File: src/hw/tfid_pkg.sv
/*
 * Constants of the trace funnel identification register bank.
 * Assumes a 32-bit AXI4-Lite register port; all registers read-only.
 */
package tfid_pkg;

  // ****************************************
  // Register byte offsets
  // ****************************************
  localparam logic [11:0] TFID_AUTH_OFF = 12'h0FB8;
  localparam logic [11:0] TFID_CAP_OFF = 12'h0FC8;
  localparam logic [11:0] TFID_TYPE_OFF = 12'h0FCC;
  localparam logic [11:0] TFID_PID4_OFF = 12'h0FD0;

  // ****************************************
  // Field positions
  // ****************************************
  localparam int TFID_SEC_NONINV_LSB = 6;
  localparam int TFID_SEC_INV_LSB = 4;
  localparam int TFID_NS_NONINV_LSB = 2;
  localparam int TFID_NS_INV_LSB = 0;
  localparam int TFID_HI_NIB_LSB = 4;
  localparam int TFID_LO_NIB_LSB = 0;

  // ****************************************
  // Field values
  // ****************************************
  localparam logic [1:0] TFID_LEVEL_ABSENT = 2'h0;
  localparam logic [3:0] TFID_SCHEME_PROG = 4'h3;
  localparam logic [3:0] TFID_PORTS_MIN = 4'h2;
  localparam logic [3:0] TFID_PORTS_MAX = 4'h8;
  localparam logic [3:0] TFID_SUB_ARB = 4'h1;
  localparam logic [3:0] TFID_MAJOR_LINK = 4'h2;
  localparam logic [3:0] TFID_SIZE_4KB = 4'h0;
  // Arbitrary continuation code, not a real designer's value
  localparam logic [3:0] TFID_CONT_CODE = 4'h7;

  // ****************************************
  // Bus answers and reset values
  // ****************************************
  localparam logic [1:0] TFID_RESP_OKAY = 2'h0;
  localparam logic [1:0] TFID_RESP_SLVERR = 2'h2;
  localparam logic [31:0] TFID_ZERO_WORD = 32'h0000_0000;

endpackage : tfid_pkg

File: src/hw/tfid_bank.sv
/*
 * AXI4-Lite slave holding the read-only identification registers of a
 * trace funnel. Assumes a single clock and a master that holds payloads
 * until each handshake.
 */
// Chosen here: the register addresses and register access over AXI4-Lite.
`timescale 1ns/100ps

// Operation
// - secure non-invasive level reads 0b00
// - secure invasive level reads 0b00
// - non-secure non-invasive level reads 0b00
// - non-secure invasive level reads 0b00
// - priority scheme field reads programmable 0b0011
// - port count never zero or one
// - type sub-class reads 0b0001
// - type major class reads 0b0010
// - footprint field reads 0b0000, 4KB
// - low nibble returns continuation code
module tfid_bank
  import tfid_pkg::*;
#(
  parameter logic [3:0] PORT_COUNT = 4'h8
) (
  // Clock and reset
  input wire logic aclk,
  input wire logic aresetn,
  input wire logic clk_en,
  // Write address
  input wire logic [11:0] s_axi_awaddr,
  input wire logic s_axi_awvalid,
  output logic s_axi_awready,
  // Write data
  input wire logic [31:0] s_axi_wdata,
  input wire logic [3:0] s_axi_wstrb,
  input wire logic s_axi_wvalid,
  output logic s_axi_wready,
  // Write response
  output logic [1:0] s_axi_bresp,
  output logic s_axi_bvalid,
  input wire logic s_axi_bready,
  // Read address
  input wire logic [11:0] s_axi_araddr,
  input wire logic s_axi_arvalid,
  output logic s_axi_arready,
  // Read data
  output logic [31:0] s_axi_rdata,
  output logic [1:0] s_axi_rresp,
  output logic s_axi_rvalid,
  input wire logic s_axi_rready
);

  // ****************************************
  // Register contents
  // ****************************************
  logic [31:0] auth_word;
  logic [31:0] cap_word;
  logic [31:0] type_word;
  logic [31:0] pid4_word;
  logic [3:0] port_total;

  assign port_total = (PORT_COUNT < TFID_PORTS_MIN) ? TFID_PORTS_MIN :
                      (PORT_COUNT > TFID_PORTS_MAX) ? TFID_PORTS_MAX : PORT_COUNT;

  assign auth_word = {24'h00_0000, TFID_LEVEL_ABSENT, TFID_LEVEL_ABSENT,
                      TFID_LEVEL_ABSENT, TFID_LEVEL_ABSENT};

  tfid_nib_pair u_cap (
    .hi_nib(TFID_SCHEME_PROG),
    .lo_nib(port_total),
    .word(cap_word)
  );

  tfid_nib_pair u_type (
    .hi_nib(TFID_SUB_ARB),
    .lo_nib(TFID_MAJOR_LINK),
    .word(type_word)
  );

  tfid_nib_pair u_pid4 (
    .hi_nib(TFID_SIZE_4KB),
    .lo_nib(TFID_CONT_CODE),
    .word(pid4_word)
  );

  // ****************************************
  // Write channel
  // ****************************************
  logic aw_seen_q, aw_seen_d;
  logic w_seen_q, w_seen_d;
  logic bvalid_q, bvalid_d;
  logic [1:0] bresp_q, bresp_d;
  logic [11:0] awaddr_q, awaddr_d;
  logic [11:0] wr_addr;
  logic wr_hit;

  // Address and data may arrive in either order; hold off both while a response waits
  // Readies fall with the clock enable, so a frozen edge never passes for a handshake
  assign s_axi_awready = !aw_seen_q && !bvalid_q && clk_en;
  assign s_axi_wready = !w_seen_q && !bvalid_q && clk_en;
  assign s_axi_bvalid = bvalid_q;
  assign s_axi_bresp = bresp_q;
  assign wr_addr = aw_seen_q ? awaddr_q : s_axi_awaddr;
  assign wr_hit = (wr_addr[11:2] == TFID_AUTH_OFF[11:2]) || (wr_addr[11:2] == TFID_CAP_OFF[11:2]) ||
                  (wr_addr[11:2] == TFID_TYPE_OFF[11:2]) || (wr_addr[11:2] == TFID_PID4_OFF[11:2]);

  always_comb begin
    logic aw_now;
    logic w_now;
    aw_now = aw_seen_q || (s_axi_awvalid && s_axi_awready);
    w_now = w_seen_q || (s_axi_wvalid && s_axi_wready);
    aw_seen_d = aw_seen_q;
    w_seen_d = w_seen_q;
    bvalid_d = bvalid_q;
    bresp_d = bresp_q;
    awaddr_d = awaddr_q;
    if (s_axi_awvalid && s_axi_awready) begin
      awaddr_d = s_axi_awaddr;
    end
    if (bvalid_q) begin
      if (s_axi_bready) begin
        bvalid_d = 1'b0;
      end
    end else if (aw_now && w_now) begin
      bvalid_d = 1'b1;
      bresp_d = wr_hit ? TFID_RESP_OKAY : TFID_RESP_SLVERR;
      aw_seen_d = 1'b0;
      w_seen_d = 1'b0;
    end else begin
      aw_seen_d = aw_now;
      w_seen_d = w_now;
    end
  end

  always_ff @(posedge aclk) begin
    if (!aresetn) begin
      aw_seen_q <= 1'b0;
      w_seen_q <= 1'b0;
      bvalid_q <= 1'b0;
      bresp_q <= TFID_RESP_OKAY;
      awaddr_q <= 12'h000;
    end else if (clk_en) begin
      aw_seen_q <= aw_seen_d;
      w_seen_q <= w_seen_d;
      bvalid_q <= bvalid_d;
      bresp_q <= bresp_d;
      awaddr_q <= awaddr_d;
    end
  end

  // ****************************************
  // Read channel
  // ****************************************
  logic rvalid_q, rvalid_d;
  logic [31:0] rdata_q, rdata_d;
  logic [1:0] rresp_q, rresp_d;
  logic rd_mapped;

  // Same gating as the write side
  assign s_axi_arready = !rvalid_q && clk_en;
  assign s_axi_rvalid = rvalid_q;
  assign s_axi_rdata = rdata_q;
  assign s_axi_rresp = rresp_q;

  // Decode kept apart from the read mux so the checks can name it
  assign rd_mapped = (s_axi_araddr[11:2] == TFID_AUTH_OFF[11:2]) ||
                     (s_axi_araddr[11:2] == TFID_CAP_OFF[11:2]) ||
                     (s_axi_araddr[11:2] == TFID_TYPE_OFF[11:2]) ||
                     (s_axi_araddr[11:2] == TFID_PID4_OFF[11:2]);

  always_comb begin
    rvalid_d = rvalid_q;
    rdata_d = rdata_q;
    rresp_d = rresp_q;
    if (rvalid_q) begin
      if (s_axi_rready) begin
        rvalid_d = 1'b0;
      end
    end else if (s_axi_arvalid) begin
      rvalid_d = 1'b1;
      rresp_d = TFID_RESP_OKAY;
      case (s_axi_araddr[11:2])
        TFID_AUTH_OFF[11:2]: rdata_d = auth_word;
        TFID_CAP_OFF[11:2]: rdata_d = cap_word;
        TFID_TYPE_OFF[11:2]: rdata_d = type_word;
        TFID_PID4_OFF[11:2]: rdata_d = pid4_word;
        default: begin
          rdata_d = TFID_ZERO_WORD;
          rresp_d = TFID_RESP_SLVERR;
        end
      endcase
    end
  end

  always_ff @(posedge aclk) begin
    if (!aresetn) begin
      rvalid_q <= 1'b0;
      rdata_q <= TFID_ZERO_WORD;
      rresp_q <= TFID_RESP_OKAY;
    end else if (clk_en) begin
      rvalid_q <= rvalid_d;
      rdata_q <= rdata_d;
      rresp_q <= rresp_d;
    end
  end

  // ****************************************
  // Checks
  // ****************************************
  // Read of the status word returns all levels absent
  auth_read_a: assert property (@(posedge aclk) disable iff (!aresetn)
    (clk_en && s_axi_arvalid && s_axi_arready && s_axi_araddr[11:2] == TFID_AUTH_OFF[11:2])
      |=> (s_axi_rvalid && s_axi_rdata == 32'h0000_0000))
    else $error("status word not zero");

  secure_inv_a: assert property (@(posedge aclk) disable iff (!aresetn)
    (s_axi_rvalid && $past(s_axi_araddr[11:2]) == TFID_AUTH_OFF[11:2]
      && $past(s_axi_arready)) |-> s_axi_rdata[5:4] == 2'h0)
    else $error("secure invasive level not zero");

  nonsec_levels_a: assert property (@(posedge aclk) disable iff (!aresetn)
    (clk_en && s_axi_arvalid && s_axi_arready && s_axi_araddr[11:2] == TFID_AUTH_OFF[11:2])
      |=> s_axi_rdata[3:2] == 2'h0)
    else $error("non-secure non-invasive level not zero");

  nonsec_inv_a: assert property (@(posedge aclk) disable iff (!aresetn)
    (clk_en && s_axi_arvalid && s_axi_arready && s_axi_araddr[11:2] == TFID_AUTH_OFF[11:2])
      |=> s_axi_rdata[1:0] == 2'h0)
    else $error("non-secure invasive level not zero");

  cap_read_a: assert property (@(posedge aclk) disable iff (!aresetn)
    (clk_en && s_axi_arvalid && s_axi_arready && s_axi_araddr[11:2] == TFID_CAP_OFF[11:2])
      |=> (s_axi_rdata[7:4] == 4'h3 && s_axi_rdata[3:0] == port_total))
    else $error("capability word wrong");

  port_range_a: assert property (@(posedge aclk) disable iff (!aresetn)
    (clk_en && s_axi_arvalid && s_axi_arready && s_axi_araddr[11:2] == TFID_CAP_OFF[11:2])
      |=> (s_axi_rdata[3:0] >= 4'h2 && s_axi_rdata[3:0] <= 4'h8))
    else $error("port count out of range");

  type_read_a: assert property (@(posedge aclk) disable iff (!aresetn)
    (clk_en && s_axi_arvalid && s_axi_arready && s_axi_araddr[11:2] == TFID_TYPE_OFF[11:2])
      |=> (s_axi_rdata == 32'h0000_0012))
    else $error("type word wrong");

  pid4_read_a: assert property (@(posedge aclk) disable iff (!aresetn)
    (clk_en && s_axi_arvalid && s_axi_arready && s_axi_araddr[11:2] == TFID_PID4_OFF[11:2])
      |=> (s_axi_rdata[31:4] == 28'h000_0000 && s_axi_rdata[3:0] == TFID_CONT_CODE))
    else $error("ident word wrong");

  write_resp_a: assert property (@(posedge aclk) disable iff (!aresetn)
    (clk_en && s_axi_awvalid && s_axi_awready && s_axi_wvalid && s_axi_wready) |=> s_axi_bvalid)
    else $error("write not answered");

  // ****************************************
  // Handshake checks
  // ****************************************
  // Read answer comes one cycle after the address is taken and stands until taken
  rd_answer_a: assert property (@(posedge aclk) disable iff (!aresetn)
    (clk_en && s_axi_arvalid && s_axi_arready) |=> s_axi_rvalid)
    else $error("read not answered");

  rd_hold_a: assert property (@(posedge aclk) disable iff (!aresetn)
    (s_axi_rvalid && !s_axi_rready) |=> (s_axi_rvalid && $stable(s_axi_rdata) && $stable(s_axi_rresp)))
    else $error("read answer changed before taken");

  rd_release_a: assert property (@(posedge aclk) disable iff (!aresetn)
    (clk_en && s_axi_rvalid && s_axi_rready) |=> !s_axi_rvalid)
    else $error("read answer not released");

  // One read in flight: no new address while an answer waits
  rd_block_a: assert property (@(posedge aclk) disable iff (!aresetn)
    s_axi_rvalid |-> !s_axi_arready)
    else $error("read address taken while answer waits");

  // Write response stands until taken and blocks both request channels
  wr_hold_a: assert property (@(posedge aclk) disable iff (!aresetn)
    (s_axi_bvalid && !s_axi_bready) |=> (s_axi_bvalid && $stable(s_axi_bresp)))
    else $error("write response changed before taken");

  wr_release_a: assert property (@(posedge aclk) disable iff (!aresetn)
    (clk_en && s_axi_bvalid && s_axi_bready) |=> !s_axi_bvalid)
    else $error("write response not released");

  wr_block_a: assert property (@(posedge aclk) disable iff (!aresetn)
    s_axi_bvalid |-> (!s_axi_awready && !s_axi_wready))
    else $error("write request taken while response waits");

  // A frozen edge must not look like a handshake to the master
  ready_gate_a: assert property (@(posedge aclk) disable iff (!aresetn)
    !clk_en |-> (!s_axi_arready && !s_axi_awready && !s_axi_wready))
    else $error("ready high while clock enable low");

  state_freeze_a: assert property (@(posedge aclk) disable iff (!aresetn)
    !clk_en |=> ($stable(s_axi_rvalid) && $stable(s_axi_bvalid) && $stable(s_axi_rdata) &&
      $stable(s_axi_bresp)))
    else $error("state moved while clock enable low");

  // Reset is not gated by the clock enable
  reset_idle_a: assert property (@(posedge aclk)
    !aresetn |=> (!s_axi_rvalid && !s_axi_bvalid && s_axi_rdata == TFID_ZERO_WORD))
    else $error("answers not cleared by reset");

  // ****************************************
  // Response codes and fields
  // ****************************************
  mapped_read_a: assert property (@(posedge aclk) disable iff (!aresetn)
    (clk_en && s_axi_arvalid && s_axi_arready && rd_mapped) |=> s_axi_rresp == TFID_RESP_OKAY)
    else $error("mapped read not okay");

  stray_read_a: assert property (@(posedge aclk) disable iff (!aresetn)
    (clk_en && s_axi_arvalid && s_axi_arready && !rd_mapped)
      |=> (s_axi_rresp == TFID_RESP_SLVERR && s_axi_rdata == TFID_ZERO_WORD))
    else $error("stray read not refused");

  mapped_write_a: assert property (@(posedge aclk) disable iff (!aresetn)
    (clk_en && s_axi_awvalid && s_axi_awready && s_axi_wvalid && s_axi_wready && wr_hit)
      |=> s_axi_bresp == TFID_RESP_OKAY)
    else $error("mapped write not okay");

  stray_write_a: assert property (@(posedge aclk) disable iff (!aresetn)
    (clk_en && s_axi_awvalid && s_axi_awready && s_axi_wvalid && s_axi_wready && !wr_hit)
      |=> s_axi_bresp == TFID_RESP_SLVERR)
    else $error("stray write not refused");

  major_class_a: assert property (@(posedge aclk) disable iff (!aresetn)
    (clk_en && s_axi_arvalid && s_axi_arready && s_axi_araddr[11:2] == TFID_TYPE_OFF[11:2])
      |=> s_axi_rdata[3:0] == 4'h2)
    else $error("major class wrong");

  cap_upper_a: assert property (@(posedge aclk) disable iff (!aresetn)
    (clk_en && s_axi_arvalid && s_axi_arready && s_axi_araddr[11:2] == TFID_CAP_OFF[11:2])
      |=> s_axi_rdata[31:8] == 24'h00_0000)
    else $error("capability upper bits not zero");

  port_count_a: assert property (@(posedge aclk) disable iff (!aresetn)
    (clk_en && s_axi_arvalid && s_axi_arready && s_axi_araddr[11:2] == TFID_CAP_OFF[11:2]
      && PORT_COUNT >= TFID_PORTS_MIN && PORT_COUNT <= TFID_PORTS_MAX) |=> s_axi_rdata[3:0] == PORT_COUNT)
    else $error("port count field wrong");

endmodule : tfid_bank

File: src/hw/tfid_nib_pair.sv
/*
 * Packs two nibbles into the low byte of a 32-bit word, upper bits zero.
 * Assumes constant or registered inputs.
 */
`timescale 1ns/100ps
module tfid_nib_pair
  import tfid_pkg::*;
(
  // Nibbles
  input wire logic [3:0] hi_nib,
  input wire logic [3:0] lo_nib,
  // Word
  output logic [31:0] word
);

  assign word = {24'h00_0000, hi_nib, lo_nib};

endmodule : tfid_nib_pair

File: config.mk
export PLATFORM = sky130hd
export DESIGN_NAME = tfid_bank
export DESIGN_NICKNAME = d
export VERILOG_FILES = /design/src/hw/tfid_pkg.sv /design/src/hw/tfid_bank.sv /design/src/hw/tfid_nib_pair.sv
export SDC_FILE = /design/constraint.sdc
export NUM_CORES = 1
export LEC_CHECK = 0
export BUFFER_PORTS_ARGS = -buffer_cell sky130_fd_sc_hd__buf_2
export CAP_MARGIN = 15
export CORE_MARGIN = 4
export CORE_UTILIZATION = 40
export DETAILED_ROUTE_END_ITERATION = 8
export PLACE_DENSITY_LB_ADDON = 0.2
export SYNTH_ARGS = -nofsm -noshare
export SYNTH_HDL_FRONTEND = slang
export SYNTH_SLANG_ARGS = --single-unit
export TNS_END_PERCENT = 30
File: constraint.sdc
create_clock -name aclk -period 3.55 [get_ports aclk]
set_input_delay 0.5325 -clock aclk [delete_from_list [all_inputs] [get_ports aclk]]
set_output_delay 0.5325 -clock aclk [all_outputs]
set_load 0.01 [all_outputs]
==> flow_summary.json <==
{
  "synth_area_leader_cell": "dfxtp_1",
  "max_stage_delay_ps": 620,
  "fin_nets": 265,
  "final_util_pct": 46.88,
  "synth_commonest_cells": "nand2_1, buf_4, dfxtp_1",
  "fin_cells": 226,
  "seq_area_frac_synth_pct": 32.82,
  "p_switching_mw": 0.1259,
  "cts_inserted_buffers": 3,
  "clk_latency_ps": 290,
  "drt-pass1-iter-count": 4,
  "grt_pass1_wl_um": 4077,
  "p_total_mw": 0.4337,
  "p_clk_share_pct": 23.8,
  "antenna_left": 0,
  "cp_slowest_cell": "dfxtp_1",
  "power_density_nw_per_um2": 327.0,
  "track_usage_pct": 12.45,
  "die_y_um": 63.23,
  "path_clk_slew_ps": 100,
  "cap_violations": 0,
  "vias": 1081,
  "drv_slew": 0,
  "hold_viol": 0,
  "cp_cell_sequence": "nor2_2, buf_2",
  "ctsHoldBuffers": 0,
  "grt_overflow": 0,
  "synthCells": 160,
  "io_pins": 109,
  "crit_type": "reg -> out",
  "wl_um": 2501,
  "fp.dieW_um": 63.23,
  "finClkSkew_ps": 1.430,
  "post-place-ws_ps": 1971,
  "swShare_pct": 29.03,
  "worstPathArrival_ps": 1170,
  "grt_max_degree": 21,
  "synth.distinct_cells": 33,
  "worstPathRequired_ps": 3020,
  "synth_top_area_share_pct": 32.82,
  "synth_area_leaders": "dfxtp_1, buf_4, nand2_1",
  "min_period_ps": 1700,
  "finalSetupViolations": 0,
  "cts_tree": "done",
  "p_leak_nw": 0.6128,
  "cts_root_buf": "clkbuf_4",
  "dpl.hpwl_um": 2011,
  "n_antenna_cell": 0,
  "row_count": 19,
  "crit_path_max_fanout": 14,
  "seq_power_share_pct": 56.2,
  "synth_warnings": 0,
  "cp-end-kind": "primary output",
  "startpoint_type": "flop",
  "drt_first_iter_violations": 47,
  "cts.sinks": 20,
  "vias_per_cell": 4.783,
  "wl_per_cell_um": 11.07,
  "post_cts_buffers": 0,
  "gp_congestion": 0.8166,
  "synthesis.area_um2": 1220,
  "n_fill_cell": 291,
  "setup_ws_ps": 1850,
  "ff2ff_setup_slack_ps": 2220,
  "htreeDepth": 1,
  "synth-seq-cells": 20,
  "drc_errors": 0,
  "start_util_pct": 43.12,
  "synthMostInstantiatedCell": "nand2_1",
  "rsz0062_at_grt": "no",
  "drive_above_1_share_pct": 23.08,
  "fmax_ghz": 0.5884,
  "postSynthAreaPerCell_um2": 7.625,
  "cts_buffer_depth": 2,
  "grt_pass1_vias": 959,
  "synthArstFlopShare_pct": 0,
  "syn_to_final_growth_pct": 8.718,
  "intPower_mw": 0.3078,
  "synth_edf_count": 0,
  "timing.final.crit_share_pct": 47.88,
  "ys.flop_type": "dfxtp_1",
  "cts_resized": 0,
  "antenna_found_initial": 0,
  "dp_cells": 223,
  "place.port_buffers": 40,
  "fin_setup_tns_ps": 0,
  "combinationalPowerShare_pct": 20.0,
  "hold_path_class": "reg -> reg",
  "dieArea_um2": 3997,
  "core_um2": 2829,
  "peakVddDrop_mv": 0.1647,
  "status": "finished clean"
}
==> final timing paths <==
kind,startpoint,endpoint,cells after the start
worst max-delay path,aw_seen_q,s_axi_awready,2
worst min-delay path,s_axi_rdata[4],s_axi_rdata[4],2
worst max register to register,aw_seen_q,s_axi_bresp[1],4
worst min register to register,s_axi_rdata[4],s_axi_rdata[4],2
==> power groups by stage <==
stage          Clock, mW  Sequential (mW)  Combinational (mW)
2_1_floorplan          0            0.247              0.0795
5_1_grt            0.120            0.246              0.0986
6_report           0.103            0.244              0.0868
3_3_place_gp           0            0.248              0.0849
3_5_place_dp           0            0.249              0.0863
4_1_cts            0.108            0.244              0.0865
==> through the flow <==
stage / hold slack (ps) / cell area [µm²]
after floorplan: 434.7 / 1321
after CTS: 460.7 / 1326
after detailed placement: 445.6 / 1304
final: 457.8 / 1326
after global routing: 450.2 / 1326
after global placement: 441.1 / 1304
==> kinds of logic (layout without fill, tap and decap cells) <==
family / Yosys count / after routing / share of synthesized area [%]
buffers and inverters: 35 / 43 / 21.03
flip-flops: 20 / 20 / 32.82
AO/OA/AOI/OAI: 35 / 35 / 18.36
other: 1 / 28 / 0.3074
AND/OR/NAND/NOR: 68 / 68 / 26.67
multiplexers: 1 / 1 / 0.8205
==> layout by cell type (no fill, tap or decap), types with 2 or more instances in the layout <==
cell	instances
a21boi_1	13
a21oi_1	5
buf_2	40
clkbuf_4	3
conb_1	28
dfxtp_1	20
nand2_1	35
nand2b_1	2
nand3_1	5
nand4_1	2
nand4b_1	3
nor2_1	8
nor2_2	2
nor2b_1	3
nor3_1	2
o21ai_0	7
o21ai_1	3
==> worst max-delay path, delay by kind of cell, from the launching register on <==
family,cells,cell delay [ps]
flip-flops,1,620
AND/OR/NAND/NOR,1,100
buffers and inverters,1,160
==> layer usage <==
layer	vias up	part of all wire (%)	GRT usage, %
li1	554	-	-
met1	480	44	14.70
met2	45	46	21.34
met3	2	9.0	5.506
met4	0	0.32	1.617
met5	-	0	0
==> registers in the layout, summed over array words and instances (netlist names) <==
name	cells
s_axi_bresp	1
s_axi_rvalid	1
w_seen_q	1
s_axi_rdata	4
aw_seen_q	1
s_axi_bvalid	1
s_axi_rresp	1
awaddr_q	10
==> cell type report <==
cell class | count | area, µm² | area share [%]
multi-input combinational | 132 | 664.4 | 50.09
timing repair buffer | 40 | 200.2 | 15.09
clock buffer | 3 | 22.52 | 1.698
tap | 31 | 38.79 | 2.925
sequential | 20 | 400.4 | 30.19
Note: power is estimated with default switching activity, not from simulation.
